==> src/pwm_timing_pkg.sv <==
// Constants, register map and field layout of the three-phase center-based PWM timing unit.
// Contract
// - Mode control bit 6 clear selects single update, set selects double update.
// - After reset the update mode bit is clear, so single update mode runs.
// - Single update: one sync pulse per period; its rising edge loads all timing values.
// - Output segment value is latched on the same sync rising edge as timing values.
// - Double update: second sync pulse at midpoint reloads everything for the second half.
// - Status bit 3 is clear in the first half, set in the second half.
// - Sync pulse stays high for sync width value plus one clocks.
// - Sync width register resets to 0x27, forty clocks.
// - The sync pulse is driven out to the converter subsystem.
// - Duty registers A, B, C set high-side half-period on-time of pairs A, B, C.
// - Waveforms are centered; dead time moves every edge by dead-time clocks.
// - Single update: high on 2*(duty-dt), low on 2*(tm-duty-dt) clocks.
// - On-times are clamped between zero and the full period.
// - Double update: on-time sums both halves, each with its own values.
// - Double update inserts dead time exactly as single update does.
// - No switching until half period and all three duties were written once.
// - First sync comes 1.5*tm clocks after first half period write, tm in double.
// - The unit counts in clock periods of the one instruction clock.
// - The half period value is the clock count of half a switching period.
// - An interrupt request is raised on each sync pulse, another on shutdown; this unit ties its shutdown request low.
package pwm_timing_pkg;

  // Register bus geometry.
  localparam int ADDR_W = 4;
  localparam int DATA_W = 16;

  // Register word addresses.
  localparam logic [ADDR_W-1:0] ADDR_MODE_CTRL   = 4'h0;
  localparam logic [ADDR_W-1:0] ADDR_STATUS      = 4'h1;
  localparam logic [ADDR_W-1:0] ADDR_HALF_PERIOD = 4'h2;
  localparam logic [ADDR_W-1:0] ADDR_DEAD_TIME   = 4'h3;
  localparam logic [ADDR_W-1:0] ADDR_MIN_PULSE   = 4'h4;
  localparam logic [ADDR_W-1:0] ADDR_SYNC_WIDTH  = 4'h5;
  localparam logic [ADDR_W-1:0] ADDR_DUTY_A      = 4'h6;
  localparam logic [ADDR_W-1:0] ADDR_DUTY_B      = 4'h7;
  localparam logic [ADDR_W-1:0] ADDR_DUTY_C      = 4'h8;
  localparam logic [ADDR_W-1:0] ADDR_OUT_SEGMENT = 4'h9;
  localparam logic [ADDR_W-1:0] ADDR_ACT_MIN_PLS = 4'ha;

  // Field widths.
  localparam int TM_W   = 16;
  localparam int DT_W   = 10;
  localparam int SYNC_W = 8;
  localparam int SEG_W  = 9;
  localparam int CALC_W = 18;
  localparam int LEAD_W = 17;

  // Field positions.
  localparam int MODE_DOUBLE_BIT   = 6;
  localparam int STATUS_HALF_BIT   = 3;
  localparam int STATUS_RUN_BIT    = 0;
  localparam int SEG_XOVER_A_BIT   = 8;
  localparam int SEG_DIS_A_HI_BIT  = 4;

  // Reset values.
  localparam logic [DATA_W-1:0] MODE_CTRL_RESET  = 16'h0000;
  localparam logic [SYNC_W-1:0] SYNC_WIDTH_RESET = 8'h27;
  localparam logic [TM_W-1:0]   TM_RESET         = 16'h0000;
  localparam logic [DT_W-1:0]   DT_RESET         = 10'h000;
  localparam logic [SEG_W-1:0]  SEG_RESET        = 9'h000;

  // Number of output pairs.
  localparam int PHASES = 3;

endpackage

==> src/timing_if.sv <==
// Interface carrying the running count and active timing values to the phase channels.
`timescale 1ns/1ns
`default_nettype none
interface timing_if;
  logic [pwm_timing_pkg::TM_W-1:0] cnt;
  logic                            second_half;
  logic [pwm_timing_pkg::TM_W-1:0] half_period;
  logic [pwm_timing_pkg::DT_W-1:0] dead_time;
  logic                            run;

  modport source (
    output cnt,
    output second_half,
    output half_period,
    output dead_time,
    output run
  );

  modport sink (
    input cnt,
    input second_half,
    input half_period,
    input dead_time,
    input run
  );
endinterface
`default_nettype wire

==> src/phase_channel.sv <==
// One output pair of the timing unit: center-based compare with dead time and clamping.
`timescale 1ns/1ns
`default_nettype none
module phase_channel (
  timing_if.sink                          tb,
  input  wire logic [pwm_timing_pkg::TM_W-1:0] duty_i,
  output logic                            high_o,
  output logic                            low_o
);
  logic signed [pwm_timing_pkg::CALC_W-1:0] t;
  logic signed [pwm_timing_pkg::CALC_W-1:0] d;
  logic signed [pwm_timing_pkg::CALC_W-1:0] m;
  logic signed [pwm_timing_pkg::CALC_W-1:0] w;
  logic                                     hi_first;
  logic                                     lo_first;
  logic                                     hi_second;
  logic                                     lo_second;

  // Operands widened to signed so negative thresholds clamp naturally.
  assign t = $signed({2'h0, tb.cnt});
  assign d = $signed({2'h0, duty_i});
  assign m = $signed({2'h0, tb.half_period});
  assign w = $signed({8'h00, tb.dead_time});

  // First half counts toward the center: high edge late by dt, low edge early by dt.
  assign hi_first  = (t >= (m - d + w));
  assign lo_first  = (t <  (m - d - w));
  // Second half counts away from the center, mirrored.
  assign hi_second = (t <  (d - w));
  assign lo_second = (t >= (d + w));

  // Nothing switches until the timer is running.
  assign high_o = tb.run & (tb.second_half ? hi_second : hi_first);
  assign low_o  = tb.run & (tb.second_half ? lo_second : lo_first);
endmodule
`default_nettype wire

==> src/pwm_timing_unit.sv <==
// Top of the three-phase center-based PWM timing unit with its register port.
`timescale 1ns/1ns
`default_nettype none
module pwm_timing_unit (
  input  wire logic                              ref_clk_i,
  input  wire logic                              rst_n_i,
  input  wire logic [pwm_timing_pkg::ADDR_W-1:0] addr_i,
  input  wire logic [pwm_timing_pkg::DATA_W-1:0] wdata_i,
  input  wire logic                              wr_i,
  input  wire logic                              rd_i,
  output logic      [pwm_timing_pkg::DATA_W-1:0] rdata_o,
  output logic                                   phase_a_high_out_o,
  output logic                                   phase_a_low_out_o,
  output logic                                   phase_b_high_out_o,
  output logic                                   phase_b_low_out_o,
  output logic                                   phase_c_high_out_o,
  output logic                                   phase_c_low_out_o,
  output logic                                   period_sync_pulse_o,
  output logic                                   sync_irq_o,
  output logic                                   shutdown_irq_o
);

  typedef enum logic [1:0] {
    ST_IDLE,
    ST_LEAD,
    ST_RUN
  } run_state_e;

  // True when a strobe addresses the given register.
  function automatic logic hit(input logic [pwm_timing_pkg::ADDR_W-1:0] a,
                               input logic [pwm_timing_pkg::ADDR_W-1:0] r);
    hit = (a == r);
  endfunction

  logic                                rst_meta;
  logic                                rst_n;
  logic [pwm_timing_pkg::DATA_W-1:0]   mode_ctrl;
  logic [pwm_timing_pkg::TM_W-1:0]     half_period_h;
  logic [pwm_timing_pkg::DT_W-1:0]     dead_time_h;
  logic [pwm_timing_pkg::TM_W-1:0]     min_pulse_h;
  logic [pwm_timing_pkg::SYNC_W-1:0]   sync_width_h;
  logic [pwm_timing_pkg::TM_W-1:0]     duty_h [pwm_timing_pkg::PHASES];
  logic [pwm_timing_pkg::SEG_W-1:0]    seg_h;
  logic [3:0]                          written;
  logic [pwm_timing_pkg::TM_W-1:0]     tm_act;
  logic [pwm_timing_pkg::DT_W-1:0]     dt_act;
  logic [pwm_timing_pkg::TM_W-1:0]     pd_act;
  logic [pwm_timing_pkg::TM_W-1:0]     duty_act [pwm_timing_pkg::PHASES];
  logic [pwm_timing_pkg::SEG_W-1:0]    seg_act;
  run_state_e                          state;
  logic [pwm_timing_pkg::LEAD_W-1:0]   lead_cnt;
  logic [pwm_timing_pkg::TM_W-1:0]     cnt;
  logic                                second_half;
  logic [pwm_timing_pkg::PHASES-1:0]   pin_hi;
  logic [pwm_timing_pkg::PHASES-1:0]   pin_lo;
  logic [pwm_timing_pkg::PHASES-1:0]   unit_hi;
  logic [pwm_timing_pkg::PHASES-1:0]   unit_lo;
  logic [pwm_timing_pkg::DATA_W-1:0]   read_mux;
  logic                                sync_irq;

  wire logic                           double_mode;
  wire logic                           all_written;
  wire logic                           first_tm_write;
  wire logic [pwm_timing_pkg::LEAD_W-1:0] lead_value;
  wire logic                           lead_done;
  wire logic                           half_end;
  wire logic                           start_run;
  wire logic                           load_now;
  wire logic                           sync_start;

  timing_if tif ();

  // Reset is released through two flip-flops; everything below uses the copy.
  always_ff @(posedge ref_clk_i or negedge rst_n_i) begin
    if (!rst_n_i) begin
      rst_meta <= 1'b0;
      rst_n    <= 1'b0;
    end else begin
      rst_meta <= 1'b1;
      rst_n    <= rst_meta;
    end
  end

  // Mode and start-up decoding.
  assign double_mode    = mode_ctrl[pwm_timing_pkg::MODE_DOUBLE_BIT];
  assign all_written    = &written;
  assign first_tm_write = wr_i & hit(addr_i, pwm_timing_pkg::ADDR_HALF_PERIOD) & ~written[0];
  // Lead-in before the first sync: 1.5 half periods single, one half period double.
  assign lead_value     = double_mode ? {1'b0, wdata_i}
                                      : ({1'b0, wdata_i} + {2'b00, wdata_i[15:1]});
  assign lead_done      = (lead_cnt <= 17'h00001);

  // A half ends on its last count; a zero half period ends every clock.
  assign half_end   = (({1'b0, cnt} + 17'h00001) >= {1'b0, tm_act});
  assign start_run  = (state == ST_LEAD) & lead_done & all_written;
  // Loads occur at every period start, and at the midpoint in double mode.
  assign load_now   = start_run
                    | ((state == ST_RUN) & half_end & (second_half | double_mode));
  assign sync_start = load_now;

  // Holding registers: software writes never touch the running values.
  always_ff @(posedge ref_clk_i or negedge rst_n) begin
    if (!rst_n) begin
      mode_ctrl     <= pwm_timing_pkg::MODE_CTRL_RESET;
      half_period_h <= pwm_timing_pkg::TM_RESET;
      dead_time_h   <= pwm_timing_pkg::DT_RESET;
      min_pulse_h   <= pwm_timing_pkg::TM_RESET;
      sync_width_h  <= pwm_timing_pkg::SYNC_WIDTH_RESET;
      seg_h         <= pwm_timing_pkg::SEG_RESET;
      written       <= 4'h0;
      for (int p = 0; p < pwm_timing_pkg::PHASES; p++) begin
        duty_h[p] <= pwm_timing_pkg::TM_RESET;
      end
    end else if (wr_i) begin
      if (hit(addr_i, pwm_timing_pkg::ADDR_MODE_CTRL)) begin
        mode_ctrl <= wdata_i;
      end
      if (hit(addr_i, pwm_timing_pkg::ADDR_HALF_PERIOD)) begin
        half_period_h <= wdata_i;
        written[0]    <= 1'b1;
      end
      if (hit(addr_i, pwm_timing_pkg::ADDR_DEAD_TIME)) begin
        dead_time_h <= wdata_i[pwm_timing_pkg::DT_W-1:0];
      end
      if (hit(addr_i, pwm_timing_pkg::ADDR_MIN_PULSE)) begin
        min_pulse_h <= wdata_i;
      end
      if (hit(addr_i, pwm_timing_pkg::ADDR_SYNC_WIDTH)) begin
        sync_width_h <= wdata_i[pwm_timing_pkg::SYNC_W-1:0];
      end
      if (hit(addr_i, pwm_timing_pkg::ADDR_OUT_SEGMENT)) begin
        seg_h <= wdata_i[pwm_timing_pkg::SEG_W-1:0];
      end
      for (int p = 0; p < pwm_timing_pkg::PHASES; p++) begin
        if (hit(addr_i, pwm_timing_pkg::ADDR_DUTY_A + 4'(p))) begin
          duty_h[p]      <= wdata_i;
          written[p + 1] <= 1'b1;
        end
      end
    end
  end

  // Start-up sequencer: idle until the half period is written, then lead in.
  always_ff @(posedge ref_clk_i or negedge rst_n) begin
    if (!rst_n) begin
      state    <= ST_IDLE;
      lead_cnt <= 17'h00000;
    end else begin
      case (state)
        ST_IDLE: begin
          if (first_tm_write) begin
            state    <= ST_LEAD;
            lead_cnt <= lead_value;
          end
        end
        ST_LEAD: begin
          if (start_run) begin
            state <= ST_RUN;
          end else if (!lead_done) begin
            lead_cnt <= lead_cnt - 17'h00001;
          end
        end
        ST_RUN: begin
          state <= ST_RUN;
        end
        default: begin
          state <= ST_IDLE;
        end
      endcase
    end
  end

  // Half-period counter: counts one per clock and swaps halves at each end.
  always_ff @(posedge ref_clk_i or negedge rst_n) begin
    if (!rst_n) begin
      cnt         <= 16'h0000;
      second_half <= 1'b0;
    end else if (start_run) begin
      cnt         <= 16'h0000;
      second_half <= 1'b0;
    end else if (state == ST_RUN) begin
      if (half_end) begin
        cnt         <= 16'h0000;
        second_half <= ~second_half;
      end else begin
        cnt <= cnt + 16'h0001;
      end
    end
  end

  // Active values are copied from the holding registers only at load points.
  always_ff @(posedge ref_clk_i or negedge rst_n) begin
    if (!rst_n) begin
      tm_act  <= pwm_timing_pkg::TM_RESET;
      dt_act  <= pwm_timing_pkg::DT_RESET;
      pd_act  <= pwm_timing_pkg::TM_RESET;
      seg_act <= pwm_timing_pkg::SEG_RESET;
      for (int p = 0; p < pwm_timing_pkg::PHASES; p++) begin
        duty_act[p] <= pwm_timing_pkg::TM_RESET;
      end
    end else if (load_now) begin
      tm_act  <= half_period_h;
      dt_act  <= dead_time_h;
      pd_act  <= min_pulse_h;
      seg_act <= seg_h;
      for (int p = 0; p < pwm_timing_pkg::PHASES; p++) begin
        duty_act[p] <= duty_h[p];
      end
    end
  end

  // Running values shared with the phase channels.
  assign tif.cnt         = cnt;
  assign tif.second_half = second_half;
  assign tif.half_period = tm_act;
  assign tif.dead_time   = dt_act;
  assign tif.run         = (state == ST_RUN);

  // The sync width used is the one loaded at the same edge.
  sync_pulse_gen u_sync (
    .clk_i   (ref_clk_i),
    .rst_n_i (rst_n),
    .start_i (sync_start),
    .width_i (sync_width_h),
    .sync_o  (period_sync_pulse_o)
  );

  // One channel per pair, then crossover and disable from the latched segment.
  for (genvar g = 0; g < pwm_timing_pkg::PHASES; g++) begin : g_phase
    localparam int XB = pwm_timing_pkg::SEG_XOVER_A_BIT - g;
    localparam int HB = pwm_timing_pkg::SEG_DIS_A_HI_BIT - 2 * g;

    wire logic steer_hi;
    wire logic steer_lo;

    phase_channel u_chan (
      .tb     (tif),
      .duty_i (duty_act[g]),
      .high_o (unit_hi[g]),
      .low_o  (unit_lo[g])
    );

    // Crossover swaps the pair; a set disable bit forces the pin off.
    assign steer_hi = seg_act[XB] ? unit_lo[g] : unit_hi[g];
    assign steer_lo = seg_act[XB] ? unit_hi[g] : unit_lo[g];

    always_ff @(posedge ref_clk_i or negedge rst_n) begin
      if (!rst_n) begin
        pin_hi[g] <= 1'b0;
        pin_lo[g] <= 1'b0;
      end else begin
        pin_hi[g] <= steer_hi & ~seg_act[HB];
        pin_lo[g] <= steer_lo & ~seg_act[HB + 1];
      end
    end
  end

  assign phase_a_high_out_o = pin_hi[0];
  assign phase_a_low_out_o  = pin_lo[0];
  assign phase_b_high_out_o = pin_hi[1];
  assign phase_b_low_out_o  = pin_lo[1];
  assign phase_c_high_out_o = pin_hi[2];
  assign phase_c_low_out_o  = pin_lo[2];

  // Read selection; unmapped words read as zero.
  always_comb begin
    read_mux = 16'h0000;
    case (addr_i)
      pwm_timing_pkg::ADDR_MODE_CTRL:   read_mux = mode_ctrl;
      pwm_timing_pkg::ADDR_STATUS: begin
        read_mux[pwm_timing_pkg::STATUS_HALF_BIT] = second_half;
        read_mux[pwm_timing_pkg::STATUS_RUN_BIT]  = (state == ST_RUN);
      end
      pwm_timing_pkg::ADDR_HALF_PERIOD: read_mux = half_period_h;
      pwm_timing_pkg::ADDR_DEAD_TIME:   read_mux = {6'h00, dead_time_h};
      pwm_timing_pkg::ADDR_MIN_PULSE:   read_mux = min_pulse_h;
      pwm_timing_pkg::ADDR_SYNC_WIDTH:  read_mux = {8'h00, sync_width_h};
      pwm_timing_pkg::ADDR_DUTY_A:      read_mux = duty_h[0];
      pwm_timing_pkg::ADDR_DUTY_B:      read_mux = duty_h[1];
      pwm_timing_pkg::ADDR_DUTY_C:      read_mux = duty_h[2];
      pwm_timing_pkg::ADDR_OUT_SEGMENT: read_mux = {7'h00, seg_h};
      pwm_timing_pkg::ADDR_ACT_MIN_PLS: read_mux = pd_act;
      default:                          read_mux = 16'h0000;
    endcase
  end

  // Read data appears the cycle after the read strobe and only then.
  always_ff @(posedge ref_clk_i or negedge rst_n) begin
    if (!rst_n) begin
      rdata_o <= 16'h0000;
    end else if (rd_i) begin
      rdata_o <= read_mux;
    end else begin
      rdata_o <= 16'h0000;
    end
  end

  // Interrupt request: one clock at each sync start.
  always_ff @(posedge ref_clk_i or negedge rst_n) begin
    if (!rst_n) begin
      sync_irq <= 1'b0;
    end else begin
      sync_irq <= sync_start;
    end
  end

  assign sync_irq_o     = sync_irq;
  // This unit holds no shutdown path, so its shutdown request stays low.
  assign shutdown_irq_o = 1'b0;

endmodule
`default_nettype wire

==> src/sync_pulse_gen.sv <==
// Generator of the period sync pulse with programmable width.
`timescale 1ns/1ns
`default_nettype none
module sync_pulse_gen (
  input  wire logic                              clk_i,
  input  wire logic                              rst_n_i,
  input  wire logic                              start_i,
  input  wire logic [pwm_timing_pkg::SYNC_W-1:0] width_i,
  output logic                                   sync_o
);
  logic [pwm_timing_pkg::SYNC_W-1:0] remain;

  // A start restarts the pulse; it then holds for width plus one clocks.
  always_ff @(posedge clk_i or negedge rst_n_i) begin
    if (!rst_n_i) begin
      sync_o <= 1'b0;
      remain <= 8'h00;
    end else if (start_i) begin
      sync_o <= 1'b1;
      remain <= width_i;
    end else if (sync_o) begin
      if (remain == 8'h00) begin
        sync_o <= 1'b0;
      end else begin
        remain <= remain - 8'h01;
      end
    end
  end
endmodule
`default_nettype wire

==> config.mk <==
export PLATFORM = sky130hd
export DESIGN_NAME = pwm_timing_unit
export DESIGN_NICKNAME = d
export VERILOG_FILES = /design/src/pwm_timing_pkg.sv /design/src/timing_if.sv /design/src/phase_channel.sv /design/src/pwm_timing_unit.sv /design/src/sync_pulse_gen.sv
export SDC_FILE = /design/constraint.sdc
export NUM_CORES = 1
export LEC_CHECK = 0
export BUFFER_PORTS_ARGS = -buffer_cell sky130_fd_sc_hd__buf_4
export CORE_MARGIN = 5
export CORE_UTILIZATION = 30
export CTS_CLUSTER_DIAMETER = 120
export CTS_CLUSTER_SIZE = 24
export DETAILED_ROUTE_END_ITERATION = 12
export PLACE_DENSITY_LB_ADDON = 0.12
export SYNTH_ARGS = -nofsm -noshare
export SYNTH_HDL_FRONTEND = slang
export SYNTH_HIERARCHICAL = 1
export SYNTH_SLANG_ARGS = --single-unit
==> constraint.sdc <==
create_clock -name ref_clk_i -period 9.3 [get_ports ref_clk_i]
set_input_delay 0.465 -clock ref_clk_i [delete_from_list [all_inputs] [get_ports ref_clk_i]]
set_output_delay 0.465 -clock ref_clk_i [all_outputs]
set_load 0.02 [all_outputs]
After elaboration in Yosys (flattened, before gate mapping):

Cells that the tools add are included.

* $add $sub $neg: 20
* magnitude comparators: 14
* equal/unequal tests: 17
* mux-type cells: 37
* bitwise gates (word level): 28
* reduce and logical (&&, ||, !) cells: 21

Operators by type and width (count)
* one-hot mux 12 bit (10 select lines): 1
* greater-or-equal comparator 17 x 18 -> 1 bit: 6
* less-than comparator 17 x 18 -> 1 bit: 6
* two-way mux 17 bit: 4
* two-way mux 16 bit: 4
* adder 17 x 11 -> 18 bit: 3
* subtractor 17 x 11 -> 18 bit: 3
* adder 16 x 10 -> 17 bit: 3
* subtractor 16 x 10 -> 17 bit: 3
* subtractor 16 x 16 -> 17 bit: 3
* one-hot mux 17 bit (2 select lines): 1
* two-way mux 8 bit: 3
* AND reduction 2 bit: 12
* one-hot mux 1 bit (11 select lines): 2
* one-hot mux 2 bit (10 select lines): 1
* AND 1 bit: 18
* two-way mux 1 bit: 18
* adder 16 x 1 -> 17 bit, second input constant: 1
* adder 16 x 15 -> 17 bit: 1
* greater-or-equal comparator 17 x 16 -> 1 bit: 1
* less-or-equal comparator 17 x 1 -> 1 bit, second input constant: 1
* subtractor 17 x 1 -> 17 bit, second input constant: 1
* adder 16 x 1 -> 16 bit, second input constant: 1
* equality test 4 x 3 -> 1 bit, second input constant: 4
* 16 further kinds: 36

* flip-flop bits (word level): 296
* output and inout bits: 25

Depth between registers and ports, before layout:

Gate-level depths: netlist of run 1.

* word-level depth: 7
* gate-level depth with buffers: 28

Hierarchy:

Netlist of run 1, hierarchy kept.

Modules (own cells, without submodules)
* pwm_timing_unit: times used 1, cells an instance 1476, area each 14849.2 µm², seq. area each 7186.9 µm²
* phase_channel at g_phase[1].u_chan ...: times used 2, cells an instance 599, area each 4490.6 µm², seq. area each 0.0 µm²
* phase_channel at g_phase[0].u_chan: times used 1, cells an instance 570, area each 4300.4 µm², seq. area each 0.0 µm²
* sync_pulse_gen: times used 1, cells an instance 65, area each 583.1 µm², seq. area each 225.2 µm²

Worst setup path before layout of run 1:

No wires, ideal clock.

* path type: register to register
* start: register tm_act (netlist bit tif.half_period[0])
* end: register pin_lo (netlist bit phase_b_low_out_o)
* setup time: 0.072 ns
* arrival: 4.867 ns
* data required time: 9.228 ns
* setup slack: 4.361 ns
* cell stages (with the launch flop): 27
* buffers on the path: 1
* clock period less this slack: 4.939 ns
* cells stage by stage: dfrtp_1 inv_1 ha_1 fa_1 nor2b_4 o211ai_4 nand2_1 a21oi_1 xnor2_1 ha_1 clkbuf_1 or3_1 o211ai_1 nand2_1 nor2_1 nor2_1 nand3b_1 xnor2_1 ha_1 o21ai_0 a2111oi_0 a211o_1 a21boi_1 o311a_1 nor4_1 mux2i_1 nor2_1

* longest elaborated chain between the ends: 7
* elaborated cells on any way between the ends: 11

RTL lines
* start: declaration: line pwm_timing_unit.sv:45 `logic [pwm_timing_pkg::TM_W-1:0] tm_act;`
* start signal: assignment: line pwm_timing_unit.sv:194 `tm_act <= pwm_timing_pkg::TM_RESET;`
* start signal: assignment: line pwm_timing_unit.sv:202 `tm_act <= half_period_h;`
* subtractor 16 x 16 -> 17 bit: line phase_channel.sv:26 `assign hi_first = (t >= (m - d + w));`
* adder 17 x 11 -> 18 bit: line phase_channel.sv:26
* greater-or-equal comparator 17 x 18 -> 1 bit: line phase_channel.sv:26
* two-way mux 1 bit: line phase_channel.sv:33 `assign high_o = tb.run & (tb.second_half ? hi_second : hi_first);`
* AND 1 bit: line phase_channel.sv:33
* named net unit_hi (one bit): line pwm_timing_unit.sv:56 `logic [pwm_timing_pkg::PHASES-1:0] unit_hi;`
* two-way mux 1 bit: line pwm_timing_unit.sv:245 `assign steer_lo = seg_act[XB] ? unit_hi[g] : unit_lo[g];`
* AND 1 bit: line pwm_timing_unit.sv:253 `pin_lo[g] <= steer_lo & ~seg_act[HB + 1];`
* end signal: indexed assignment: line pwm_timing_unit.sv:253
* end: declaration: line pwm_timing_unit.sv:55 `logic [pwm_timing_pkg::PHASES-1:0] pin_lo;`

The timed path passes the listed nets, and every way through them passes these cells.
A chain may end at the register's enable or synchronous reset.

Worst setup path in the final report of run 1:

Same ends and word-level chain as after synthesis.

==> run metrics, run 1 <==
status completed; Cells after DPL 4532; post-route ant nets 0; GPL Wtd Cong 0.856; most numerous cell in the Yosys netlist ha_1; Max VDD drop 0.117 mV; non-filler cells, final 4567; die span in y 319 um; setup TNS 0 ps; Top Ports 49; Hold Crit Class primary input to flip-flop; pin count of the biggest net entering global routing 66; ANT cells 0; Reg power frac 46.1%; reg2reg start tif.half_period[0]; Final WS setup 3400 ps; combinational power share 29.0%; main area contributors after synthesis dfrtp_1, ha_1, xnor2_1; R2R depth 25; hold endpoint rdata_o[3]; worst-skew pair later-pin latency 580 ps; First DRT Iteration DRCs 1709; pre-CTS setup slack 3440 ps; Distinct cells, synth 119; CTS buffer count 19; Setup Fix Bufs, Post-CTS 0; CTS tree yes; pwr dens 124 nW/um^2; net switching fraction of the power 39.0%; RSZ-0062 raised after global routing false; post-synth top area share 25.4%; vias in the first global route 24097; core area 95000 sq um; mean routed wirelength per cell 23.2 um; post-synth top area cell dfrtp_1; gr usage total 20.0%; Crit path top cell by count ha_1; Worst-Margin Slew 1070 ps; Syn Inst Count 3309; Worst-path clk slew 90 ps; ys flop type dfrtp_1; Worst Setup End Kind flip-flop; # rows 113; Slew Viols, Final 0; synth-to-layout area growth 8.42%; Hold Crit Start rd_i; I/O Buffers 47; Longest Clk Path Bufs 3; Max-Cap Viols 0; cell count of the worst hold path 2; Max-slew headroom 28.7%; CP startpoint kind flip-flop; switching power 0.00151 W; slowest stage cell, crit path a221oi_1; Root Buffer clkbuf_16; final worst-path cycle share 63.5%; Syn. warnings 6; fraction of layout cells with a size suffix above 1 9.63%; vias per cell 5.38; H-tree depth 1; FMAX 0.169 GHz; global-route wire length before repair 158000 um; final worst clock skew 35.8 ps; number of synthesized flops with an enable pin 0; worst path arrival time 6390 ps; Post-Synthesis Mean Instance Area 8.68 sq um; antenna violations before repair 1; sequential area share after synthesis 25.8%; Worst EP required 9790 ps; P_leak 14.5 nW; grt ovf 0; Power Internal 0.00236 W; Final Critical Period 5900 ps; DP Wirelength 78300 um; Die W 319 um; max incr delay on CP 590 ps; TritonRoute pass-1 iters 8; Synth Register Bits 296; DR vias 24580; total wire length 106000 um; Initial Util 30.2%; asr flop ratio synth 100%; Final Hold Viols 0; Clk network pwr share 24.9%; die area 102000 sq um; Commonest cells post-synth ha_1, nand2_1, dfrtp_1, inv_1, a21oi_1; nets 3722; FF-to-FF setup slack 3400 ps; Clock Sink Count 296; synthesized area 28700 sq um; worst setup path class flip-flop to flip-flop; drt drc 0; FF-to-FF End phase_b_low_out_o; Synthesized Nets 3742; Final Setup Violations 0; CP max FO 8
-- cells by family after synthesis --
| kind of cell | Yosys count | share of synthesized area [%] |
|---|---|---|
| AO/OA/AOI/OAI | 879 | 22.1 |
| XOR/XNOR | 207 | 6.34 |
| adder cells (fa/ha/maj) | 409 | 18.2 |
| buffers and inverters | 348 | 4.82 |
| flip-flops | 296 | 25.8 |
| multiplexers | 118 | 4.55 |
| other | 2 | 0.0262 |
| AND/OR/NAND/NOR | 1050 | 18.1 |
-- area by class of cell --
type / instances / area (sq um)
clock buffer: 25 / 498
timing repair buffer: 100 / 753
tap: 1265 / 1580
clock inverter: 9 / 121
sequential: 296 / 7420
multi-input combinational: 2665 / 20000
fill: 10075 / 63900
inverter: 207 / 777
-- cells in the final DEF, fill, tap and decap left out, drive strengths merged, types with 11 or more instances in the layout --
cell type  synthesis  final
nor3              58     58
xor2              48     48
a22oi             41     41
o31a              11     11
or3               32     32
and2              13     13
mux2i             18     18
ha               393    393
a221o             99     99
nor2b             59     59
nand4             38     38
a2111oi           11     11
nand2b            51     51
o21bai            34     34
a211o             11     11
or2               11     11
a21oi            184    184
nand3            169    169
buf               59     99
o21ai            166    166
nor4              11     11
clkbuf            82     25
nand2            364    364
mux2             100    100
a211oi            36     36
a221oi            14     14
xnor2            159    159
inv              203    206
o211ai            28     28
dfrtp            292    292
a21o              73     73
a31oi             22     22
nor2             167    167
and3              26     26
o21a              38     38
fa                16     16
-- per-stage QoR --
| stage | util (%) | cell area (sq um) | hold WS, ps | total power [W] |
|---|---|---|---|---|
| 6_report | 32.8 | 31100 | 133 | 0.00387 |
| 5_1_grt | 32.8 | 31100 | 110 | 0.00412 |
| 4_1_cts | 32.8 | 31100 | 99.0 | 0.00393 |
| 3_5_place_dp | 32.1 | 30500 | 251 | 0.00294 |
| 3_3_place_gp | 32.1 | 30500 | 251 | 0.00294 |
| 2_1_floorplan | - | 28700 | 169 | 0.00246 |
-- power groups by stage --
stage	logic, W	clock network [W]	registers (W)
final	0.00112	0.000965	0.00178
after global routing	0.00126	0.00104	0.00182
after CTS	0.00114	0.00101	0.00178
after detailed placement	0.00113	0	0.00181
after global placement	0.00113	0	0.00181
after floorplan	0.000753	0	0.00171
-- routing by layer --
layer	track usage (%)	vias up	wire length [um]
met5	0	-	0
met2	31.9	477	47100
met1	28.7	11938	50700
met4	5.68	0	3600
met3	2.13	104	4320
li1	-	12061	-
-- flip-flops by register name (all words and copies together) (netlist names), 10 cells and up --
name             flops
duty_act            48
duty_h              48
lead_cnt            17
cnt                 16
half_period_h       16
min_pulse_h         16
mode_ctrl           16
pd_act              16
rdata_o             16
tif.half_period     16
dead_time_h         10
dt_act              10
-- how the worst max path moves through the flow --
stage | start | endpoint | slack, ps | depth (start not counted)
global placement | tif.half_period[1] | phase_b_low_out_o | 3490 | 24
CTS | tif.half_period[1] | phase_b_low_out_o | 3420 | 24
finish | tif.half_period[0] | phase_b_low_out_o | 3400 | 25
global route | tif.half_period[0] | phase_b_high_out_o | 2890 | 25
floorplan | rst_n | cnt[0] | 450 | 0
detailed placement | tif.half_period[1] | phase_b_low_out_o | 3440 | 24
-- critical path: cells and delay by family (launching register included) --
kind,cells,cell delay (ps)
compound gates,11,2410
xor+xnor,2,230
fa+ha+maj,4,1410
buf+inv,2,190
flops,1,480
mux,1,170
simple gates,5,940
-- timing repair --
action / CTS / global route
resized for setup: 0 / 0
endpoints found under the setup margin: 0 / 0
hold buffers: 1 / 0
endpoints found under the hold margin: 2 / 0
No activity file was read; power rests on OpenSTA's default activity.
==> inputs of run 2 (changes only) <==
==> constraint.sdc (replaced) <==
create_clock -name ref_clk_i -period 5.4 [get_ports ref_clk_i]
set_input_delay 0.27 -clock ref_clk_i [delete_from_list [all_inputs] [get_ports ref_clk_i]]
set_output_delay 0.27 -clock ref_clk_i [all_outputs]
set_load 0.02 [all_outputs]
==> run metrics, run 2 (synthesis gave the netlist of run 1 again) <==
Worst-path clk slew 100 ps (about the same); Final Critical Period 5200 ps (-700 ps); TritonRoute pass-1 iters 7 (-1); hold endpoint duty_h[42]; status completed; Final Hold Viols 0 (unchanged); die span in y 319 um (unchanged); Initial Util 30.2% (unchanged); DP Wirelength 83100 um (+6.2%); Placed Area 31400 sq um (+2.9%); vias per cell 5.40 (+0.33%); total wire length 109000 um (+3.0%); reg2reg start tif.half_period[0]; Top Ports 49 (unchanged); post-route cell area 32600 sq um (+4.7%); # rows 113 (unchanged); cell count of the worst hold path 2 (unchanged); synth-to-layout area growth 13.5%; die area 102000 sq um (unchanged); P_leak 15.3 nW (+5.2%); FF-to-FF setup slack 200 ps (-3200 ps); worst-skew pair later-pin latency 600 ps (+20 ps); drt drc 0 (unchanged); CTS tree yes; FF-to-FF End phase_b_low_out_o; worst setup path class flip-flop to flip-flop; First DRT Iteration DRCs 1884 (+10%); pwr dens 211 nW/um^2 (+70%); Worst Setup End Kind flip-flop; H-tree depth 1 (unchanged); biggest regs duty_act x48, duty_h x48, lead_cnt x17; Die W 319 um (unchanged); final worst clock skew 37.0 ps (+1.12 ps); Longest Clk Path Bufs 3 (unchanged); I/O Buffers 47 (unchanged); Worst-Margin Slew 1070 ps (-0.408 ps); Slew Viols, Final 0 (unchanged); Max VDD drop 0.212 mV (+80%); commonest cells after routing, fill and taps aside ha_1, nand2_1, dfrtp_1; global-route wire length before repair 163000 um (+3.0%); CTS buffer count 21 (+2); vias in the first global route 24631 (+2.2%); Design Power 0.00688 W (+78%); GPL Wtd Cong 0.868 (+1.4%); Max-slew headroom 28.7% (about the same); grt ovf 0 (unchanged); setup TNS 0 ps (unchanged); DR vias 25298 (+2.9%); mean routed wirelength per cell 23.2 um (+0.38%); ANT cells 0 (unchanged); fraction of layout cells with a size suffix above 1 14.6% (+4.9 points); antenna violations before repair 3 (+2); worst path arrival time 5700 ps (-690 ps); gr usage total 20.6% (+0.66 points); most common cell after layout, fill and taps aside ha_1; Worst EP required 5890 ps (-3900 ps); FMAX 0.192 GHz (+13%); Max-Cap Viols 0 (unchanged); CP startpoint kind flip-flop; nets 3843 (+3.3%); Hold Crit Start wdata_i[10]; fill cell count 10035 (-0.40%); final worst-path cycle share 96.4% (+33 points); core area 95000 sq um (unchanged); post-route ant nets 0 (unchanged); Final Setup Violations 0 (unchanged); pin count of the biggest net entering global routing 158 (+140%); RSZ-0062 raised after global routing true; Clock Sink Count 296 (unchanged); CP max FO 3 (-5); Root Buffer clkbuf_16; Hold Crit Class primary input to flip-flop; R2R depth 26 (+4.0%)
-- run 2: changes by cell type in the layout (fill, tap and decap cells not counted), moves of 5 or more --
cell,before,now
nor2_1,165,158
a2111oi_0,8,2
a21oi_2,3,8
nor2_2,0,7
dfrtp_2,0,6
ha_1,393,385
buf_4,99,203
a21oi_1,181,176
xnor2_2,0,6
clkbuf_1,6,1
dfrtp_1,291,285
xnor2_1,159,153
buf_12,0,10
-- run 2: routing by layer --
layer	track usage, %	share of wire [%]
met3	1.50	3.6
met5	0	0
met4	3.95	2.3
met2	33.7	45
met1	30.3	49
-- run 2: what timing repair did --
| action | 4_1_cts | 5_1_grt |
|---|---|---|
| setup endpoints to repair | 6 | 6 |
| pin swaps | 3 | 51 |
| hold buffers | 4 | 0 |
| hold endpoints to repair | 10 | 0 |
| gates resized for setup | 6 | 72 |
| buffers inserted | 1 | 12 |
-- run 2: report_power, final --
| part | internal [W] | switching (W) | leakage [nW] |
|---|---|---|---|
| combinational | 0.000822 | 0.00113 | 11.6 |
| sequential | 0.00256 | 0.000522 | 3.32 |
| clock | 0.000822 | 0.00103 | 0.349 |
| total | 0.00420 | 0.00267 | 15.3 |
-- run 2: how the worst max path moves through the flow --
stage	to	start	slack, ps
floorplan	phase_b_low_out_o	tif.half_period[0]	460
global placement	phase_c_low_out_o	tif.half_period[0]	-100
detailed placement	phase_c_low_out_o	tif.half_period[0]	-150
CTS	phase_a_low_out_o	tif.half_period[0]	10
global route	phase_b_low_out_o	tif.half_period[0]	-160
finish	phase_b_low_out_o	tif.half_period[0]	200
-- run 2: cell type report --
class / count / area [sq um] / area share, %
Sequential cell: 296 / 7420 / 22.8
Inverter: 207 / 777 / 2.38
Clock inverter: 11 / 199 / 0.610
Timing Repair Buffer: 219 / 1790 / 5.48
Multi-Input combinational cell: 2665 / 20300 / 62.3
Tap cell: 1265 / 1580 / 4.85
Clock buffer: 22 / 529 / 1.62
-- run 2: stage by stage --
stage | cells | setup WS [ps] | hold slack (ps) | util [%]
2_1_floorplan | 3309 | 461 | -25.6 | -
3_3_place_gp | 4635 | -104 | 54.4 | 33.1
3_5_place_dp | 4635 | -146 | 55.5 | 33.1
4_1_cts | 4673 | 13.5 | 15.7 | 33.9
5_1_grt | 4685 | -160 | 31.6 | 34.3
6_report | 4685 | 197 | 42.3 | 34.3
-- run 2: worst max-delay path, stage by stage (launching register included) --
cell       delay [ps]
dfrtp_2           400
inv_2              50
ha_4              160
fa_2              410
nor2b_4           160
o211ai_4           90
nand2_1            90
a21oi_2            70
xnor2_2           160
ha_1              320
or3_1             350
o211ai_1          250
nand2_1           130
nor2_1            110
nor2_1             60
buf_4             140
nor2b_2           110
xnor2_1            90
ha_1              290
nand4_1            90
a2111oi_2         340
a211o_1           230
a211oi_2           80
o311a_1           370
nor4_2            320
mux2i_1           120
nor2_1            130
==> inputs of run 3 (changes only) <==
==> constraint.sdc (replaced) <==
create_clock -name ref_clk_i -period 5.4 [get_ports ref_clk_i]
set_input_delay 1.08 -clock ref_clk_i [delete_from_list [all_inputs] [get_ports ref_clk_i]]
set_output_delay 1.08 -clock ref_clk_i [all_outputs]
set_load 0.02 [all_outputs]
==> run metrics, run 3 (synthesis gave the netlist of run 1 again) <==
status completed; most common cell after layout, fill and taps aside ha_1; max incr delay on CP 430 ps (+20 ps); slowest stage cell, crit path fa_2; R2R depth 28 (+7.7%); Final Util 34.2% (-0.16 points); nets 3840 (-0.078%); TritonRoute pass-1 iters 6 (-1); Top Ports 49 (unchanged); mean routed wirelength per cell 23.2 um (-0.12%); Die W 319 um (unchanged); pin count of the biggest net entering global routing 155 (-1.9%); worst setup path class flip-flop to flip-flop; die area 102000 sq um (unchanged); worst path arrival time 5740 ps (+40 ps); Max-Cap Viols 0 (unchanged); drt drc 0 (unchanged); RSZ-0062 raised after global routing true; Crit path top cell by count nor2_1; post-route cell area 32400 sq um (-0.47%); final worst clock skew 52.0 ps (+15.0 ps); gr usage total 20.6% (-0.050 points); CP bufs+invs 3 (+1); Max-slew headroom 23.9% (-4.8 points); Crit path max-delay family simple AND/OR/NAND/NOR gates; fraction of layout cells with a size suffix above 1 14.1% (-0.41 points); pwr dens 210 nW/um^2 (-0.59%); Worst-Margin Slew 1140 ps (+71.8 ps); CP startpoint kind flip-flop; Longest Clk Path Bufs 3 (unchanged); Worst Setup End Kind flip-flop; Final Setup Violations 0 (unchanged); DR vias 25189 (-0.43%); Hold Worst Slack 244 ps (+202 ps); FF-to-FF setup slack 150 ps (-50 ps); CP max FO 6 (+3); GPL Wtd Cong 0.856 (-1.4%); worst-skew pair later-pin latency 600 ps (about the same); # rows 113 (unchanged); H-tree depth 1 (unchanged); Initial Util 30.2% (unchanged); First DRT Iteration DRCs 1689 (-10%); total wire length 109000 um (about the same); global-route wire length before repair 161000 um (-0.77%); post-route ant nets 0 (unchanged); Critical Path Stages 28 (+7.7%); vias in the first global route 24724 (+0.38%); P_leak 15.2 nW (-0.37%); CTS tree yes; die span in y 319 um (unchanged); setup TNS 0 ps (unchanged); I/O Buffers 47 (unchanged); CTS buffer count 20 (-4.8%); Worst-path clk slew 90 ps (about the same); synth-to-layout area growth 13.0%; CTS Hold Bufs 0 (-4); final worst-path cycle share 97.2% (+0.88 points); grt ovf 0 (unchanged); Clock Sink Count 296 (unchanged); vias per cell 5.37 (-0.47%); Final Critical Period 5250 ps (+47.6 ps); commonest cells after routing, fill and taps aside ha_1, nand2_1, dfrtp_1; core area 95000 sq um (unchanged); antenna violations before repair 1 (-2); Root Buffer clkbuf_16; Worst EP required 5890 ps (about the same); Slew Viols, Final 0 (unchanged); Hold Crit Class primary input to asynchronous set/reset pin; FMAX 0.190 GHz (-0.91%); Final Hold Viols 0 (unchanged); Placed Area 31400 sq um (+0.10%); DP Wirelength 83600 um (+0.59%); Max VDD drop 0.229 mV (+8.1%); biggest regs duty_act x48, duty_h x48, lead_cnt x17
[run 3: path summary, 6_finish.rpt]
| check | from | to |
|---|---|---|
| setup / recovery | tif.half_period[0] | phase_a_high_out_o |
| hold / removal | rst_n_i | rst_n |
| setup reg to reg | tif.half_period[0] | phase_a_high_out_o |
| hold reg to reg | rst_meta | rst_n |
| max in group asynchronous | rst_n | phase_a_low_out_o |
| min in group ref_clk_i | rst_meta | rst_n |
[run 3: metal layers]
| metal | track usage, % | routed length (um) |
|---|---|---|
| met5 | 0 | 0 |
| met2 | 33.1 | 48500 |
| met4 | 5.91 | 3730 |
| met1 | 29.3 | 52100 |
| met3 | 2.33 | 4480 |
[run 3: cell type report]
class / instances / area, sq um
clock buffer: 27 / 527
sequential: 296 / 7420
multi-input combinational: 2665 / 20200
timing repair buffer: 217 / 1750
fill: 10008 / 62600
clock inverter: 9 / 170
antenna: 1 / 2.50
tap: 1265 / 1580
inverter: 207 / 777
[run 3: metrics by stage]
stage	power [W]	worst slack [ps]	cells
2_1_floorplan	0.00424	461	3309
3_3_place_gp	0.00507	-30.9	4641
3_5_place_dp	0.00508	-56.8	4641
4_1_cts	0.00689	24.5	4678
5_1_grt	0.00724	-182	4686
6_report	0.00680	149	4687
[run 3: power by group]
part           total, W  leakage, nW  switching, W  internal, W
clock           0.00178        0.324       0.00103     0.000755
sequential      0.00308         3.32      0.000523      0.00256
combinational   0.00194         11.6       0.00112     0.000818
[run 3: repair_timing]
item / 4_1_cts / 5_1_grt
resized for setup: 2 / 57
buffers inserted: 1 / 8
endpoints found under the hold margin: 0 / 0
setup endpoints to repair: 6 / 6
pin swaps: 1 / 36
